**src/rtl/clk_cfg_pkg.sv**
```systemverilog
// package for the pll supervision and chip configuration block
// assumes one 125 MHz system clock and synchronous pin inputs
package clk_cfg_pkg;

	localparam int unsigned CLK_MHZ        = 125;
	localparam int unsigned MUX_GAP_NS     = 40;
	localparam int unsigned MUX_GAP_CYC    =
		(MUX_GAP_NS * CLK_MHZ + 999) / 1000;

	localparam int unsigned GPIO_COUNT     = 30;
	localparam logic [4:0]  GINT_SEL_ZERO  = 5'h1e;
	localparam logic [4:0]  GINT_SEL_ONE   = 5'h1f;
	localparam logic [4:0]  GINT_SEL_RESET = 5'h1e;

	localparam logic [1:0]  PORT2_UART     = 2'h0;
	localparam logic [1:0]  PORT2_RSVD     = 2'h1;
	localparam logic [1:0]  PORT2_I2C_SLV  = 2'h2;
	localparam logic [1:0]  PORT2_I2C_MST  = 2'h3;
	localparam int unsigned LOCKLOSS_MASK_BIT = 31;

	localparam int unsigned CNT_W = 16;

	typedef enum logic [1:0] {
		SRC_REFERENCE,
		SRC_SYNTH,
		SRC_ALTERNATE
	} clk_src_t;

	typedef enum logic [1:0] {
		MUX_RUN,
		MUX_GAP
	} mux_state_t;

	typedef struct packed {
		logic       stage_reset_bit;
		logic       stage_bypass_bit;
		logic [3:0] loop_filter_range;
		logic [5:0] stage_input_divider;
		logic [7:0] stage_multiply_ratio;
		logic [5:0] stage_output_divider;
	} stage_cfg_t;

	typedef struct packed {
		logic             lockloss_detect_enable;
		logic [1:0]       lockloss_detect_mode;
		logic [CNT_W-1:0] ratio_min_threshold;
		logic [CNT_W-1:0] ratio_max_threshold;
		logic [CNT_W-1:0] underflow_limit;
		logic [CNT_W-1:0] overflow_limit;
		logic [CNT_W-1:0] window_len;
	} lockdet_cfg_t;

	typedef struct packed {
		logic pll_raw_lock;
		logic lockloss_flag;
		logic unlock_ind;
		logic override_flag;
	} status_t;

	typedef struct packed {
		logic uart_en;
		logic i2c_slave_en;
		logic i2c_master_en;
		logic spi_en;
		logic audio3_en;
	} port_route_t;

endpackage : clk_cfg_pkg

```
**src/rtl/pll_lock_clock_config.sv**
```systemverilog
// pll supervision, clock source sequencing, port routing, gpio interrupts
// assumes synchronous inputs on mclk_i; config bits arrive as plain ports
//
// What this block does
// - each stage has own reset and bypass
// - filter range follows divided reference frequency
// - each stage: input divider, ratio, output divider
// - raw lock visible in status
// - detector enabled by bit, shaped by mode
// - count ratio below min or above max
// - lockloss when exception count exceeds limit
// - lockloss flag and unlock bit in status
// - warm reset on lockloss is maskable
// - lockloss reset forces reference, sets override
// - override refuses other sources until cleared
// - field access types: ro, wo, w1c, wc, rc
// - configuration fields arrive as ports, no 32-bit register slave
// - per-port selects route shared pins
// - two selected gpios become direct interrupts
// - standby and two interrupts debounced separately
// - writing one to sleep bit starts sleep
// - mask bit 31: zero resets, one suppresses
// - source switching is glitch free
// - port2 select: uart, rsvd, i2c slave, master
// - selector codes: pins, 1e zero, 1f one
`timescale 1ns/1ps
`default_nettype none

module pll_lock_clock_config #(
	parameter int unsigned DB_W = 12
) (
	input  wire logic                      mclk_i,
	input  wire logic                      rst_b_i,
	input  wire clk_cfg_pkg::stage_cfg_t   stage1_cfg_i,
	input  wire clk_cfg_pkg::stage_cfg_t   stage2_cfg_i,
	output var clk_cfg_pkg::stage_cfg_t    stage1_cfg_o,
	output var clk_cfg_pkg::stage_cfg_t    stage2_cfg_o,
	input  wire logic                      pll_raw_lock_i,
	input  wire logic                      ref_tick_i,
	input  wire logic                      synth_tick_i,
	input  wire clk_cfg_pkg::lockdet_cfg_t lockdet_cfg_i,
	input  wire logic [31:0]               general_control_i,
	input  wire logic                      lockloss_clr_i,
	input  wire logic                      override_clr_i,
	input  wire logic                      status_rd_i,
	output var clk_cfg_pkg::status_t       general_status_o,
	output logic                           unlock_seen_o,
	output logic                           warm_reset_o,
	input  wire clk_cfg_pkg::clk_src_t     clk_sel_req_i,
	output var clk_cfg_pkg::clk_src_t      clk_sel_o,
	output logic [2:0]                     clk_gate_en_o,
	input  wire logic                      port1_sel_i,
	output var clk_cfg_pkg::port_route_t   port_route_o,
	input  wire logic [clk_cfg_pkg::GPIO_COUNT-1:0] gpio_i,
	input  wire logic                      standby_i,
	input  wire logic [DB_W-1:0]           standby_debounce_reg_i,
	input  wire logic [DB_W-1:0]           gpio_int1_debounce_reg_i,
	input  wire logic [DB_W-1:0]           gpio_int2_debounce_reg_i,
	output logic                           standby_irq_o,
	output logic                           gpio_int1_o,
	output logic                           gpio_int2_o,
	input  wire logic                      wakeup_ctrl_wr_i,
	input  wire logic                      sleep_enable_bit_i,
	output logic                           sleep_start_o
);

	if (DB_W < 1 || DB_W > 24) begin : g_bad_db_w
		$error("DB_W out of range");
	end

	localparam int unsigned CW = clk_cfg_pkg::CNT_W;

	// control word fields arrive as port bits of the 32-bit word
	logic [4:0] gint1_sel;
	logic [4:0] gint2_sel;
	logic [1:0] port2_sel;
	logic       lockloss_reset_mask;
	assign gint1_sel           = general_control_i[12:8];
	assign gint2_sel           = general_control_i[20:16];
	assign port2_sel           = general_control_i[7:6];
	assign lockloss_reset_mask =
		general_control_i[clk_cfg_pkg::LOCKLOSS_MASK_BIT];

	// stage configuration, held per stage
	always_ff @(posedge mclk_i or negedge rst_b_i) begin
		if (!rst_b_i) begin
			stage1_cfg_o <= '{1'b1, 1'b1, 4'h0, 6'h00, 8'h00, 6'h00};
			stage2_cfg_o <= '{1'b1, 1'b1, 4'h0, 6'h00, 8'h00, 6'h00};
		end else begin
			stage1_cfg_o <= stage1_cfg_i;
			stage2_cfg_o <= stage2_cfg_i;
		end
	end

	// ratio window: count synth ticks across window_len+1 ref ticks
	logic [CW-1:0] ref_cnt_q;
	logic [CW-1:0] synth_cnt_q;
	logic [CW-1:0] under_cnt_q;
	logic [CW-1:0] over_cnt_q;
	logic          det_on;
	logic          win_end;
	logic          below;
	logic          above;
	logic          lockloss_cond;

	assign det_on  = lockdet_cfg_i.lockloss_detect_enable;
	assign win_end = det_on && ref_tick_i &&
		(ref_cnt_q >= lockdet_cfg_i.window_len);
	assign below   = lockdet_cfg_i.lockloss_detect_mode[0] &&
		(synth_cnt_q < lockdet_cfg_i.ratio_min_threshold);
	assign above   = lockdet_cfg_i.lockloss_detect_mode[1] &&
		(synth_cnt_q > lockdet_cfg_i.ratio_max_threshold);

	always_ff @(posedge mclk_i or negedge rst_b_i) begin
		if (!rst_b_i) begin
			ref_cnt_q   <= '0;
			synth_cnt_q <= '0;
		end else if (!det_on || win_end) begin
			ref_cnt_q   <= '0;
			synth_cnt_q <= '0;
		end else begin
			if (ref_tick_i) begin
				ref_cnt_q <= ref_cnt_q + CW'(1);
			end
			if (synth_tick_i && synth_cnt_q != '1) begin
				synth_cnt_q <= synth_cnt_q + CW'(1);
			end
		end
	end

	always_ff @(posedge mclk_i or negedge rst_b_i) begin
		if (!rst_b_i) begin
			under_cnt_q <= '0;
			over_cnt_q  <= '0;
		end else if (!det_on) begin
			under_cnt_q <= '0;
			over_cnt_q  <= '0;
		end else if (win_end) begin
			if (below && under_cnt_q != '1) begin
				under_cnt_q <= under_cnt_q + CW'(1);
			end
			if (above && over_cnt_q != '1) begin
				over_cnt_q <= over_cnt_q + CW'(1);
			end
		end
	end

	assign lockloss_cond = det_on &&
		((under_cnt_q > lockdet_cfg_i.underflow_limit) ||
		 (over_cnt_q > lockdet_cfg_i.overflow_limit));

	// status flags: hardware set wins over software clear
	logic lockloss_q;
	logic lockloss_rise;
	logic override_q;
	logic cond_q;
	assign lockloss_rise = lockloss_cond && !cond_q;

	always_ff @(posedge mclk_i or negedge rst_b_i) begin
		if (!rst_b_i) begin
			cond_q <= 1'b0;
		end else begin
			cond_q <= lockloss_cond;
		end
	end

	always_ff @(posedge mclk_i or negedge rst_b_i) begin
		if (!rst_b_i) begin
			lockloss_q <= 1'b0;
		end else if (lockloss_cond) begin
			lockloss_q <= 1'b1;
		end else if (lockloss_clr_i) begin
			lockloss_q <= 1'b0;
		end
	end

	always_ff @(posedge mclk_i or negedge rst_b_i) begin
		if (!rst_b_i) begin
			unlock_seen_o <= 1'b0;
		end else if (lockloss_cond) begin
			unlock_seen_o <= 1'b1;
		end else if (status_rd_i) begin
			unlock_seen_o <= 1'b0;
		end
	end

	always_ff @(posedge mclk_i or negedge rst_b_i) begin
		if (!rst_b_i) begin
			warm_reset_o <= 1'b0;
		end else begin
			warm_reset_o <= lockloss_rise && !lockloss_reset_mask;
		end
	end

	always_ff @(posedge mclk_i or negedge rst_b_i) begin
		if (!rst_b_i) begin
			override_q <= 1'b0;
		end else if (lockloss_rise && !lockloss_reset_mask) begin
			override_q <= 1'b1;
		end else if (override_clr_i) begin
			override_q <= 1'b0;
		end
	end

	always_ff @(posedge mclk_i or negedge rst_b_i) begin
		if (!rst_b_i) begin
			general_status_o <= '0;
		end else begin
			general_status_o.pll_raw_lock  <= pll_raw_lock_i;
			general_status_o.lockloss_flag <= lockloss_q;
			general_status_o.unlock_ind    <= lockloss_cond;
			general_status_o.override_flag <= override_q;
		end
	end

	// source sequencer: close old gate, wait gap, open new gate
	localparam int unsigned GAP_W = $clog2(clk_cfg_pkg::MUX_GAP_CYC + 1);
	localparam logic [GAP_W-1:0] GAP_LAST =
		GAP_W'(clk_cfg_pkg::MUX_GAP_CYC - 1);

	clk_cfg_pkg::mux_state_t mux_state_q;
	clk_cfg_pkg::clk_src_t   want;
	logic [GAP_W-1:0]        gap_cnt_q;
	logic                    forced;

	assign forced = override_q || (lockloss_rise && !lockloss_reset_mask);

	always_comb begin
		want = clk_sel_req_i;
		if (forced) begin
			want = clk_cfg_pkg::SRC_REFERENCE;
		end
	end

	always_ff @(posedge mclk_i or negedge rst_b_i) begin
		if (!rst_b_i) begin
			mux_state_q <= clk_cfg_pkg::MUX_RUN;
			clk_sel_o   <= clk_cfg_pkg::SRC_REFERENCE;
			gap_cnt_q   <= '0;
		end else begin
			unique case (mux_state_q)
				clk_cfg_pkg::MUX_RUN: begin
					if (want != clk_sel_o) begin
						clk_sel_o   <= want;
						gap_cnt_q   <= '0;
						mux_state_q <= clk_cfg_pkg::MUX_GAP;
					end
				end
				clk_cfg_pkg::MUX_GAP: begin
					if (gap_cnt_q == GAP_LAST) begin
						mux_state_q <= clk_cfg_pkg::MUX_RUN;
					end else begin
						gap_cnt_q <= gap_cnt_q + GAP_W'(1);
					end
				end
			endcase
		end
	end

	always_ff @(posedge mclk_i or negedge rst_b_i) begin
		if (!rst_b_i) begin
			clk_gate_en_o <= 3'h1;
		end else if (mux_state_q == clk_cfg_pkg::MUX_RUN &&
			want == clk_sel_o) begin
			clk_gate_en_o <= 3'h1 << clk_sel_o;
		end else begin
			clk_gate_en_o <= 3'h0;
		end
	end

	// shared pin routing
	always_ff @(posedge mclk_i or negedge rst_b_i) begin
		if (!rst_b_i) begin
			port_route_o <= '{1'b1, 1'b0, 1'b0, 1'b1, 1'b0};
		end else begin
			port_route_o.uart_en <= port2_sel == clk_cfg_pkg::PORT2_UART;
			port_route_o.i2c_slave_en <=
				port2_sel == clk_cfg_pkg::PORT2_I2C_SLV;
			port_route_o.i2c_master_en <=
				port2_sel == clk_cfg_pkg::PORT2_I2C_MST;
			port_route_o.spi_en    <= !port1_sel_i;
			port_route_o.audio3_en <= port1_sel_i;
		end
	end

	// direct interrupt selection
	function automatic logic pick(input logic [4:0] sel,
		input logic [clk_cfg_pkg::GPIO_COUNT-1:0] pins);
		logic v;
		v = 1'b0;
		if (sel == clk_cfg_pkg::GINT_SEL_ONE) begin
			v = 1'b1;
		end else if (sel != clk_cfg_pkg::GINT_SEL_ZERO) begin
			v = pins[sel];
		end
		return v;
	endfunction : pick

	logic [2:0]      db_in;
	logic [2:0]      db_out;
	logic [DB_W-1:0] db_len [3];
	assign db_in[0]  = standby_i;
	assign db_in[1]  = pick(gint1_sel, gpio_i);
	assign db_in[2]  = pick(gint2_sel, gpio_i);
	assign db_len[0] = standby_debounce_reg_i;
	assign db_len[1] = gpio_int1_debounce_reg_i;
	assign db_len[2] = gpio_int2_debounce_reg_i;

	// debounce: output follows input once it differs for db_len+1 cycles
	for (genvar g = 0; g < 3; g++) begin : g_db
		logic [DB_W-1:0] cnt_q;
		logic            out_q;
		always_ff @(posedge mclk_i or negedge rst_b_i) begin
			if (!rst_b_i) begin
				cnt_q <= '0;
				out_q <= 1'b0;
			end else if (db_in[g] == out_q) begin
				cnt_q <= '0;
			end else if (cnt_q >= db_len[g]) begin
				out_q <= db_in[g];
				cnt_q <= '0;
			end else begin
				cnt_q <= cnt_q + DB_W'(1);
			end
		end
		assign db_out[g] = out_q;
	end

	assign standby_irq_o = db_out[0];
	assign gpio_int1_o   = db_out[1];
	assign gpio_int2_o   = db_out[2];

	// sleep command, write-only bit
	always_ff @(posedge mclk_i or negedge rst_b_i) begin
		if (!rst_b_i) begin
			sleep_start_o <= 1'b0;
		end else begin
			sleep_start_o <= wakeup_ctrl_wr_i &&
				sleep_enable_bit_i;
		end
	end

endmodule : pll_lock_clock_config

`default_nettype wire

```
**config.mk**
```make
export PLATFORM = sky130hd
export DESIGN_NAME = pll_lock_clock_config
export DESIGN_NICKNAME = d
export VERILOG_FILES = /design/src/rtl/clk_cfg_pkg.sv /design/src/rtl/pll_lock_clock_config.sv
export SDC_FILE = /design/constraint.sdc
export NUM_CORES = 1
export LEC_CHECK = 0
export ABC_AREA = 0
export BUFFER_PORTS_ARGS = -buffer_cell sky130_fd_sc_hd__buf_4
export CAP_MARGIN = 20
export CORE_ASPECT_RATIO = 1.2
export CORE_MARGIN = 2
export CORE_UTILIZATION = 53
export CTS_CLUSTER_DIAMETER = 120
export DETAILED_ROUTE_END_ITERATION = 8
export GPL_TIMING_DRIVEN = 1
export PLACE_DENSITY_LB_ADDON = 0.08
export SETUP_SLACK_MARGIN = 0.2
export SYNTH_ARGS = -nofsm -noshare
export SYNTH_HDL_FRONTEND = slang
export SYNTH_SLANG_ARGS = --single-unit
export TNS_END_PERCENT = 100
```
**constraint.sdc**
```tcl
create_clock -name mclk_i -period 2.8 [get_ports mclk_i]
set_clock_uncertainty 0.05 [all_clocks]
set_input_delay 0.28 -clock mclk_i [delete_from_list [all_inputs] [get_ports mclk_i]]
set_output_delay 0.28 -clock mclk_i [all_outputs]
set_load 0.02 [all_outputs]
```
==> metrics.md, run 1 <==
| Metric | Value |
|---|---|
| Die area | 21100 µm² |
| IO Count | 319 |
| Syn avg cell area | 9.91 µm² |
| Layout Cells excl Fill | 1771 |
| Cell count after synthesis | 1066 |
| Critical path peak fanout | 10 |
| Most common cell after layout, fill and taps aside | buf_4 |
| Slew Viols, Final | 0 |
| Layout area overhead | 47.2% |
| FFs w/ async S/R, synth | 100% |
| Mapped Nets | 1437 |
| Hold Crit Start | general_control_i[7] |
| Antenna-violating nets left | 0 |
| Largest net degree at the start of global routing | 72 |
| Floorplan core area | 19500 µm² |
| Post-placement cell area | 13300 µm² |
| Row count | 56 |
| Hold Crit Class | input pin to flop |
| TritonRoute pass-1 iters | 5 |
| Number of global-route vias before repair | 9511 |
| Final setup viols | 0 |
| CTS sink count | 178 |
| Post-DP HPWL | 21200 µm |
| Most used DFF post-synth | dfrtp_1 |
| Psw | 2210 µW |
| Port bufs | 299 |
| Fmax | 0.363 GHz |
| Worst setup path category | flop to flop |
| Root Buffer | clkbuf_16 |
| Worst R2R End | under_cnt_q[9] |
| Total grt overflow | 0 |
| Die width | 133 µm |
| Initial antenna violation count | 1 |
| Yosys synthesis warning count | 0 |
| Hold slack | 22.2 ps |
| Logic gate share of total power | 23.9% |
| WHS Path Cells | 2 |
| Cts bufs inserted | 17 |
| Leak pwr | 0.00795 µW |
| FF+latch count, synth | 178 |
| Slew headroom | 12.8% |
| Sw frac | 31.2% |
| Internal power | 4880 µW |
| Final hold vios | 0 |
| Height of the die | 159 µm |
| R2R Path Start | ref_cnt_q[10] |
| Initial Utilization | 54.0% |
| First-pass GRT wire length | 45600 µm |
| Synth top area share | 40.5% |
| TritonCTS clock tree | done |
| Wire per inst | 17.0 µm |
| Fin area | 15500 µm² |
| Initial DRC Count | 444 |
| Startpoint Class | flop |
| Netlist cell types | 50 |
| Nets | 1867 |
| Synthesized cell area | 10600 µm² |
| Pre-CTS setup slack | -9.59 ps |
| CP endpoint kind | flop |
| Routed vias | 9581 |
| Gr usage total | 27.3% |
| Worst Path Required | 3100 ps |
| Min cycle time layout | 2750 ps |
| Worst-path clk slew | 70 ps |
| RSZ-0062 raised after global routing | true |
| Worst-case reg-to-reg path depth | 10 |
| Reg power frac | 41.7% |
| Number of vias per cell | 5.41 |
| Hold EP | port_route_o[2] |
| Outcome | finished, final reports clean |
| Max cap viols | 0 |
| Power Density | 456 nW/µm² |
| Tightest Pin Transition | 1300 ps |
| Clock power share | 34.4% |
| Fin Setup TNS | 0 ps |
| Max clock buf depth | 2 |
| Crit share post-route | 98.3% |
| Arr. time, crit path | 3060 ps |
| Cell taking the most area after synthesis | dfrtp_1 |
| Most frequent cells in the layout | buf_4 (353), dfrtp_1 (170), inv_1 (142) |
| Register area share after synthesis | 42.3% |
| Reg2reg setup slack | 50 ps |
| Final wirelength | 30100 µm |
| Setup WS post-layout | 47.6 ps |
| Share of layout cells above drive strength 1 | 33.9% |
| H-Tree Depth | 4 |
| Peak supply drop | 425 µV |
| Inst Count DP | 1645 |
| Worst skew pair latency | 440 ps |
| DRC viols | 0 |
| EDFF count, synth | 0 |
| Synth area leaders | dfrtp_1 (41%), ha_1 (15%), inv_1 (5.0%) |
| Routability Congestion | 0.869 |
## cell type report
type / count / area [µm²]
timing repair buffer: 433 / 3530
tap: 261 / 327
clock buffer: 18 / 429
fill: 1304 / 4000
sequential: 178 / 4460
clock inverter: 14 / 164
antenna: 1 / 2.50
inverter: 142 / 533
multi-input combinational: 724 / 6100
## synthesized netlist by cell type, drive strengths merged (2+ instances only)
master and n:
dfrtp 171, inv 142, ha 124, nor2 82, nand2 71, nand3 48
a21oi 47, xor2 41, nand4 29, o21ai 29, nand2b 24, xnor2 24
a21o 23, and3 23, mux2i 18, nor4 18, mux4 16, buf 11
clkbuf 11, and4 10, nor3 10, o211ai 10, o31ai 10, or3 9
a211oi 8, dfstp 7, nor2b 6, or4 5, a221o 4, a31oi 4
and2 4, nor4b 4, o21a 4, a2111oi 3, a31o 3, o41ai 3
o211a 2, o31a 2
## worst max-delay path: stages, from the launching register on
cell and delay, ps:
dfrtp_2 440, ha_4 280, nand4_1 150, nor3_2 250, nand2_1 90, o2111ai_2 220, a21o_1 180, o211ai_1 170
buf_4 210, or4_4 470, a21oi_1 150
## worst max-delay path by stage
stage | from | endpoint | slack (ps) | cells after the start
floorplan | ref_cnt_q[9] | under_cnt_q[0] | 310 | 11
global placement | over_cnt_q[14] | gap_cnt_q[0] | 50 | 8
detailed placement | over_cnt_q[14] | clk_gate_en_o[1] | -10 | 8
CTS | ref_cnt_q[10] | under_cnt_q[9] | 110 | 10
global route | ref_cnt_q[10] | under_cnt_q[9] | -120 | 10
finish | ref_cnt_q[10] | under_cnt_q[9] | 50 | 10
## stage by stage
| step | power, µW | utilization (%) |
|---|---|---|
| after global placement | 4380 | 68.3 |
| after floorplan | 3760 | - |
| after detailed placement | 4440 | 68.3 |
| after global routing | 7440 | 79.5 |
| final | 7090 | 79.5 |
| after CTS | 6970 | 75.6 |
## state kept, by name (all words and copies together), names as in the netlist
register          cells
standby_irq_o         1
gpio_int1_o           1
over_cnt_q           16
synth_cnt_q          16
gap_cnt_q             3
under_cnt_q          16
clk_sel_o             2
lockloss_q            1
general_status_o      4
clk_gate_en_o         3
g_db.cnt_q           36
unlock_seen_o         1
override_q            1
gpio_int2_o           1
stage2_cfg_o         26
warm_reset_o          1
port_route_o          5
ref_cnt_q            16
sleep_start_o         1
mux_state_q           1
stage1_cfg_o         26
## timing repair
item	CTS	global route
endpoints found under the setup margin	23	72
hold endpoints to repair	124	0
hold buffers	62	0
buffers inserted	12	17
cloned	1	2
resized for setup	19	124
pin swaps	13	70
## power by group through the flow
stage          sequential [µW]  clock, µW  combinational, µW
3_5_place_dp              2980          0               1460
4_1_cts                   2930       2470               1570
5_1_grt                   2980       2580               1880
3_3_place_gp              2970          0               1410
2_1_floorplan             3040          0                716
6_report                  2960       2440               1700
## cells by family (layout without fill, tap and decap cells)
| kind of cell | after synthesis | in the layout | share of synthesized area [%] |
|---|---|---|---|
| AO/OA/AOI/OAI | 156 | 156 | 9.68 |
| other | 0 | 1 | 0 |
| flip-flops | 178 | 178 | 42.3 |
| buffers and inverters | 164 | 607 | 6.09 |
| AND/OR/NAND/NOR | 344 | 344 | 16.6 |
| XOR/XNOR | 65 | 65 | 5.39 |
| adder cells (fa/ha/maj) | 124 | 124 | 14.7 |
| multiplexers | 35 | 35 | 5.23 |
## layer usage
metal	track usage [%]	vias up	routed length (µm)
li1	-	4590	-
met1	31.6	4655	11600
met2	49.5	284	16000
met3	7.07	52	1820
met4	9.01	0	645
met5	0	-	0
No activity file was read; power rests on OpenSTA's default activity.
==> run 2, diff against run 1 <==
--- a/config.mk
+++ b/config.mk
@@ -10,7 +10,8 @@
 export CAP_MARGIN = 20
 export CORE_ASPECT_RATIO = 1.2
 export CORE_MARGIN = 2
-export CORE_UTILIZATION = 53
+export CORE_UTILIZATION = 54
+export CTS_BUF_LIST = sky130_fd_sc_hd__clkbuf_4
 export CTS_CLUSTER_DIAMETER = 120
 export DETAILED_ROUTE_END_ITERATION = 8
 export GPL_TIMING_DRIVEN = 1
==> metrics.md, run 2 (synthesis gave the netlist of run 1 again) <==
| Metric | Value |
|---|---|
| Inst Count DP | 1646 (was 1645) |
| Final hold vios | 0 (unchanged) |
| CP endpoint kind | flop (unchanged) |
| Die area | 20700 µm² (was 21100 µm²) |
| TritonRoute pass-1 iters | 5 (unchanged) |
| Met3 wire len | 1830 µm (was 1820 µm) |
| Outcome | finished, final reports clean (unchanged) |
| R2R Path Start | ref_cnt_q[11] (was ref_cnt_q[10]) |
| Routed vias | 9535 (was 9581) |
| Worst setup path category | flop to flop (unchanged) |
| Share of layout cells above drive strength 1 | 31.3% (was 33.9%) |
| Most frequent cells in the layout | buf_4 (364), dfrtp_1 (170), inv_1 (142) (was buf_4 (353), dfrtp_1 (170), inv_1 (142)) |
| Setup crit end | under_cnt_q[13] (was under_cnt_q[9]) |
| Slew Viols, Final | 0 (unchanged) |
| RSZ-0062 raised after global routing | true (unchanged) |
| Number of global-route vias before repair | 9587 (was 9511) |
| Top routing layer in use | met4 (unchanged) |
| Tightest Pin Transition | 928 ps (was 1300 ps) |
| Cts bufs inserted | 17 (unchanged) |
| Max FFs per register | 36 (unchanged) |
| Power Density | 400 nW/µm² (was 456 nW/µm²) |
| H-Tree Depth | 4 (unchanged) |
| Antenna-violating nets left | 0 (unchanged) |
| Arr. time, crit path | 3190 ps (was 3060 ps) |
| Worst R2R End | under_cnt_q[13] (was under_cnt_q[9]) |
| First-pass GRT wire length | 46000 µm (was 45600 µm) |
| Largest net degree at the start of global routing | 65 (was 72) |
| Floorplan core area | 19300 µm² (was 19500 µm²) |
| Initial DRC Count | 414 (was 444) |
| Number of vias per cell | 5.36 (was 5.41) |
| Initial Utilization | 54.6% (was 54.0%) |
| Max cap viols | 0 (unchanged) |
| TritonCTS clock tree | done (unchanged) |
| Height of the die | 157 µm (was 159 µm) |
| Most common cell after layout, fill and taps aside | buf_4 (unchanged) |
| Met2 wire length | 15400 µm (was 16000 µm) |
| Gr usage total | 27.7% (was 27.3%) |
| Nets | 1873 (was 1867) |
| Final setup viols | 0 (unchanged) |
| Largest registers | g_db.cnt_q x36, stage1_cfg_o x26, stage2_cfg_o x26 (unchanged) |
| Leak pwr | 0.00781 µW (was 0.00795 µW) |
| Port bufs | 299 (unchanged) |
| Worst-case reg-to-reg path depth | 10 (unchanged) |
| Total grt overflow | 0 (unchanged) |
| Die width | 132 µm (was 133 µm) |
| Fmax | 0.366 GHz (was 0.363 GHz) |
| IO Count | 319 (unchanged) |
| DRC viols | 0 (unchanged) |
| Crit path from | ref_cnt_q[11] (was ref_cnt_q[10]) |
| Worst skew pair latency | 590 ps (was 440 ps) |
| Critical path peak fanout | 25 (was 10) |
| Crit share post-route | 97.5% (was 98.3%) |
| Min cycle time layout | 2730 ps (was 2750 ps) |
| Slew headroom | 37.9% (was 12.8%) |
| Hold Crit Class | input pin to flop (unchanged) |
| Largest Register | g_db.cnt_q (unchanged) |
| Peak supply drop | 347 µV (was 425 µV) |
| CTS sink count | 178 (unchanged) |
| Setup WS post-layout | 69.9 ps (was 47.6 ps) |
| Startpoint Class | flop (unchanged) |
| Metal-1 WL | 11200 µm (was 11600 µm) |
| Row count | 56 (unchanged) |
| Post-DP HPWL | 21100 µm (was 21200 µm) |
| Pre-CTS setup slack | -22.9 ps (was -9.59 ps) |
| Wire per inst | 16.4 µm (was 17.0 µm) |
| Worst Path Required | 3260 ps (was 3100 ps) |
| Reg2reg setup slack | 70 ps (was 50 ps) |
| Layout area overhead | 41.4% (was 47.2%) |
| Initial antenna violation count | 2 (was 1) |
| Hold slack | 45.7 ps (was 22.2 ps) |
| Layout Cells excl Fill | 1779 (was 1771) |
| Max clock buf depth | 2 (unchanged) |
| Final wirelength | 29100 µm (was 30100 µm) |
| Routability Congestion | 0.895 (was 0.869) |
| Worst-path clk slew | 170 ps (was 70 ps) |
| Root Buffer | clkbuf_4 (was clkbuf_16) |
-- run 2: worst min-delay path by stage --
stage	cells after the start	to	slack, ps	start
after detailed placement	1	under_cnt_q[3]	270	rst_b_i
final	3	gpio_int2_o	50	general_control_i[20]
after CTS	3	override_q	10	general_control_i[31]
after global placement	1	under_cnt_q[1]	270	rst_b_i
after global routing	3	override_q	30	general_control_i[31]
after floorplan	0	clk_gate_en_o[1]	-70	rst_b_i
-- run 2: power breakdown --
| group | internal [µW] | switching [µW] | leakage [µW] |
|---|---|---|---|
| combinational | 817 | 791 | 0.00536 |
| sequential | 2750 | 191 | 0.00231 |
| clock | 408 | 1010 | 0.000149 |
| total | 3980 | 1990 | 0.00781 |
-- run 2: per-layer routing --
layer,vias to the layer above,GRT usage [%]
li1,4610,-
met2,314,50.5
met1,4557,32.5
met3,54,6.02
met4,0,9.37
met5,-,0
-- run 2: layout make-up --
class                   instances  area (µm²)
multi-input cells             724        5790
flip-flops and latches        178        4460
fillers                      1347        4410
repair buffers                439        3540
inverters                     142         533
well taps                     261         327
clock buffers                  18         135
clock inverters                14         135
diodes                          3        7.51
-- run 2: timing repair --
item,in CTS,in global routing
hold endpoints to repair,126,0
hold buffers,67,0
gates cloned,0,1
endpoints found under the setup margin,34,70
pin swaps,18,11
buffers inserted,20,10
gates resized for setup,20,35
-- run 2: critical path, cell delays in order (launching register included) --
cell and delay [ps]:
dfrtp_1 450, ha_4 290, nand4_1 140, nor3_2 240, nand2_1 90, o2111ai_2 210
a21o_1 200, o211ai_1 160, buf_12 190, or4_1 490, a21oi_2 150
-- run 2: through the flow --
stage / power (µW) / util [%] / TNS (ps) / instance area, µm²
2_1_floorplan: 3760 / - / 0 / 10600
3_3_place_gp: 4380 / 69.2 / 0 / 13400
3_5_place_dp: 4420 / 69.2 / -22.9 / 13400
4_1_cts: 5940 / 75.5 / 0 / 14600
5_1_grt: 6310 / 77.2 / -338 / 14900
6_report: 5970 / 77.2 / 0 / 14900
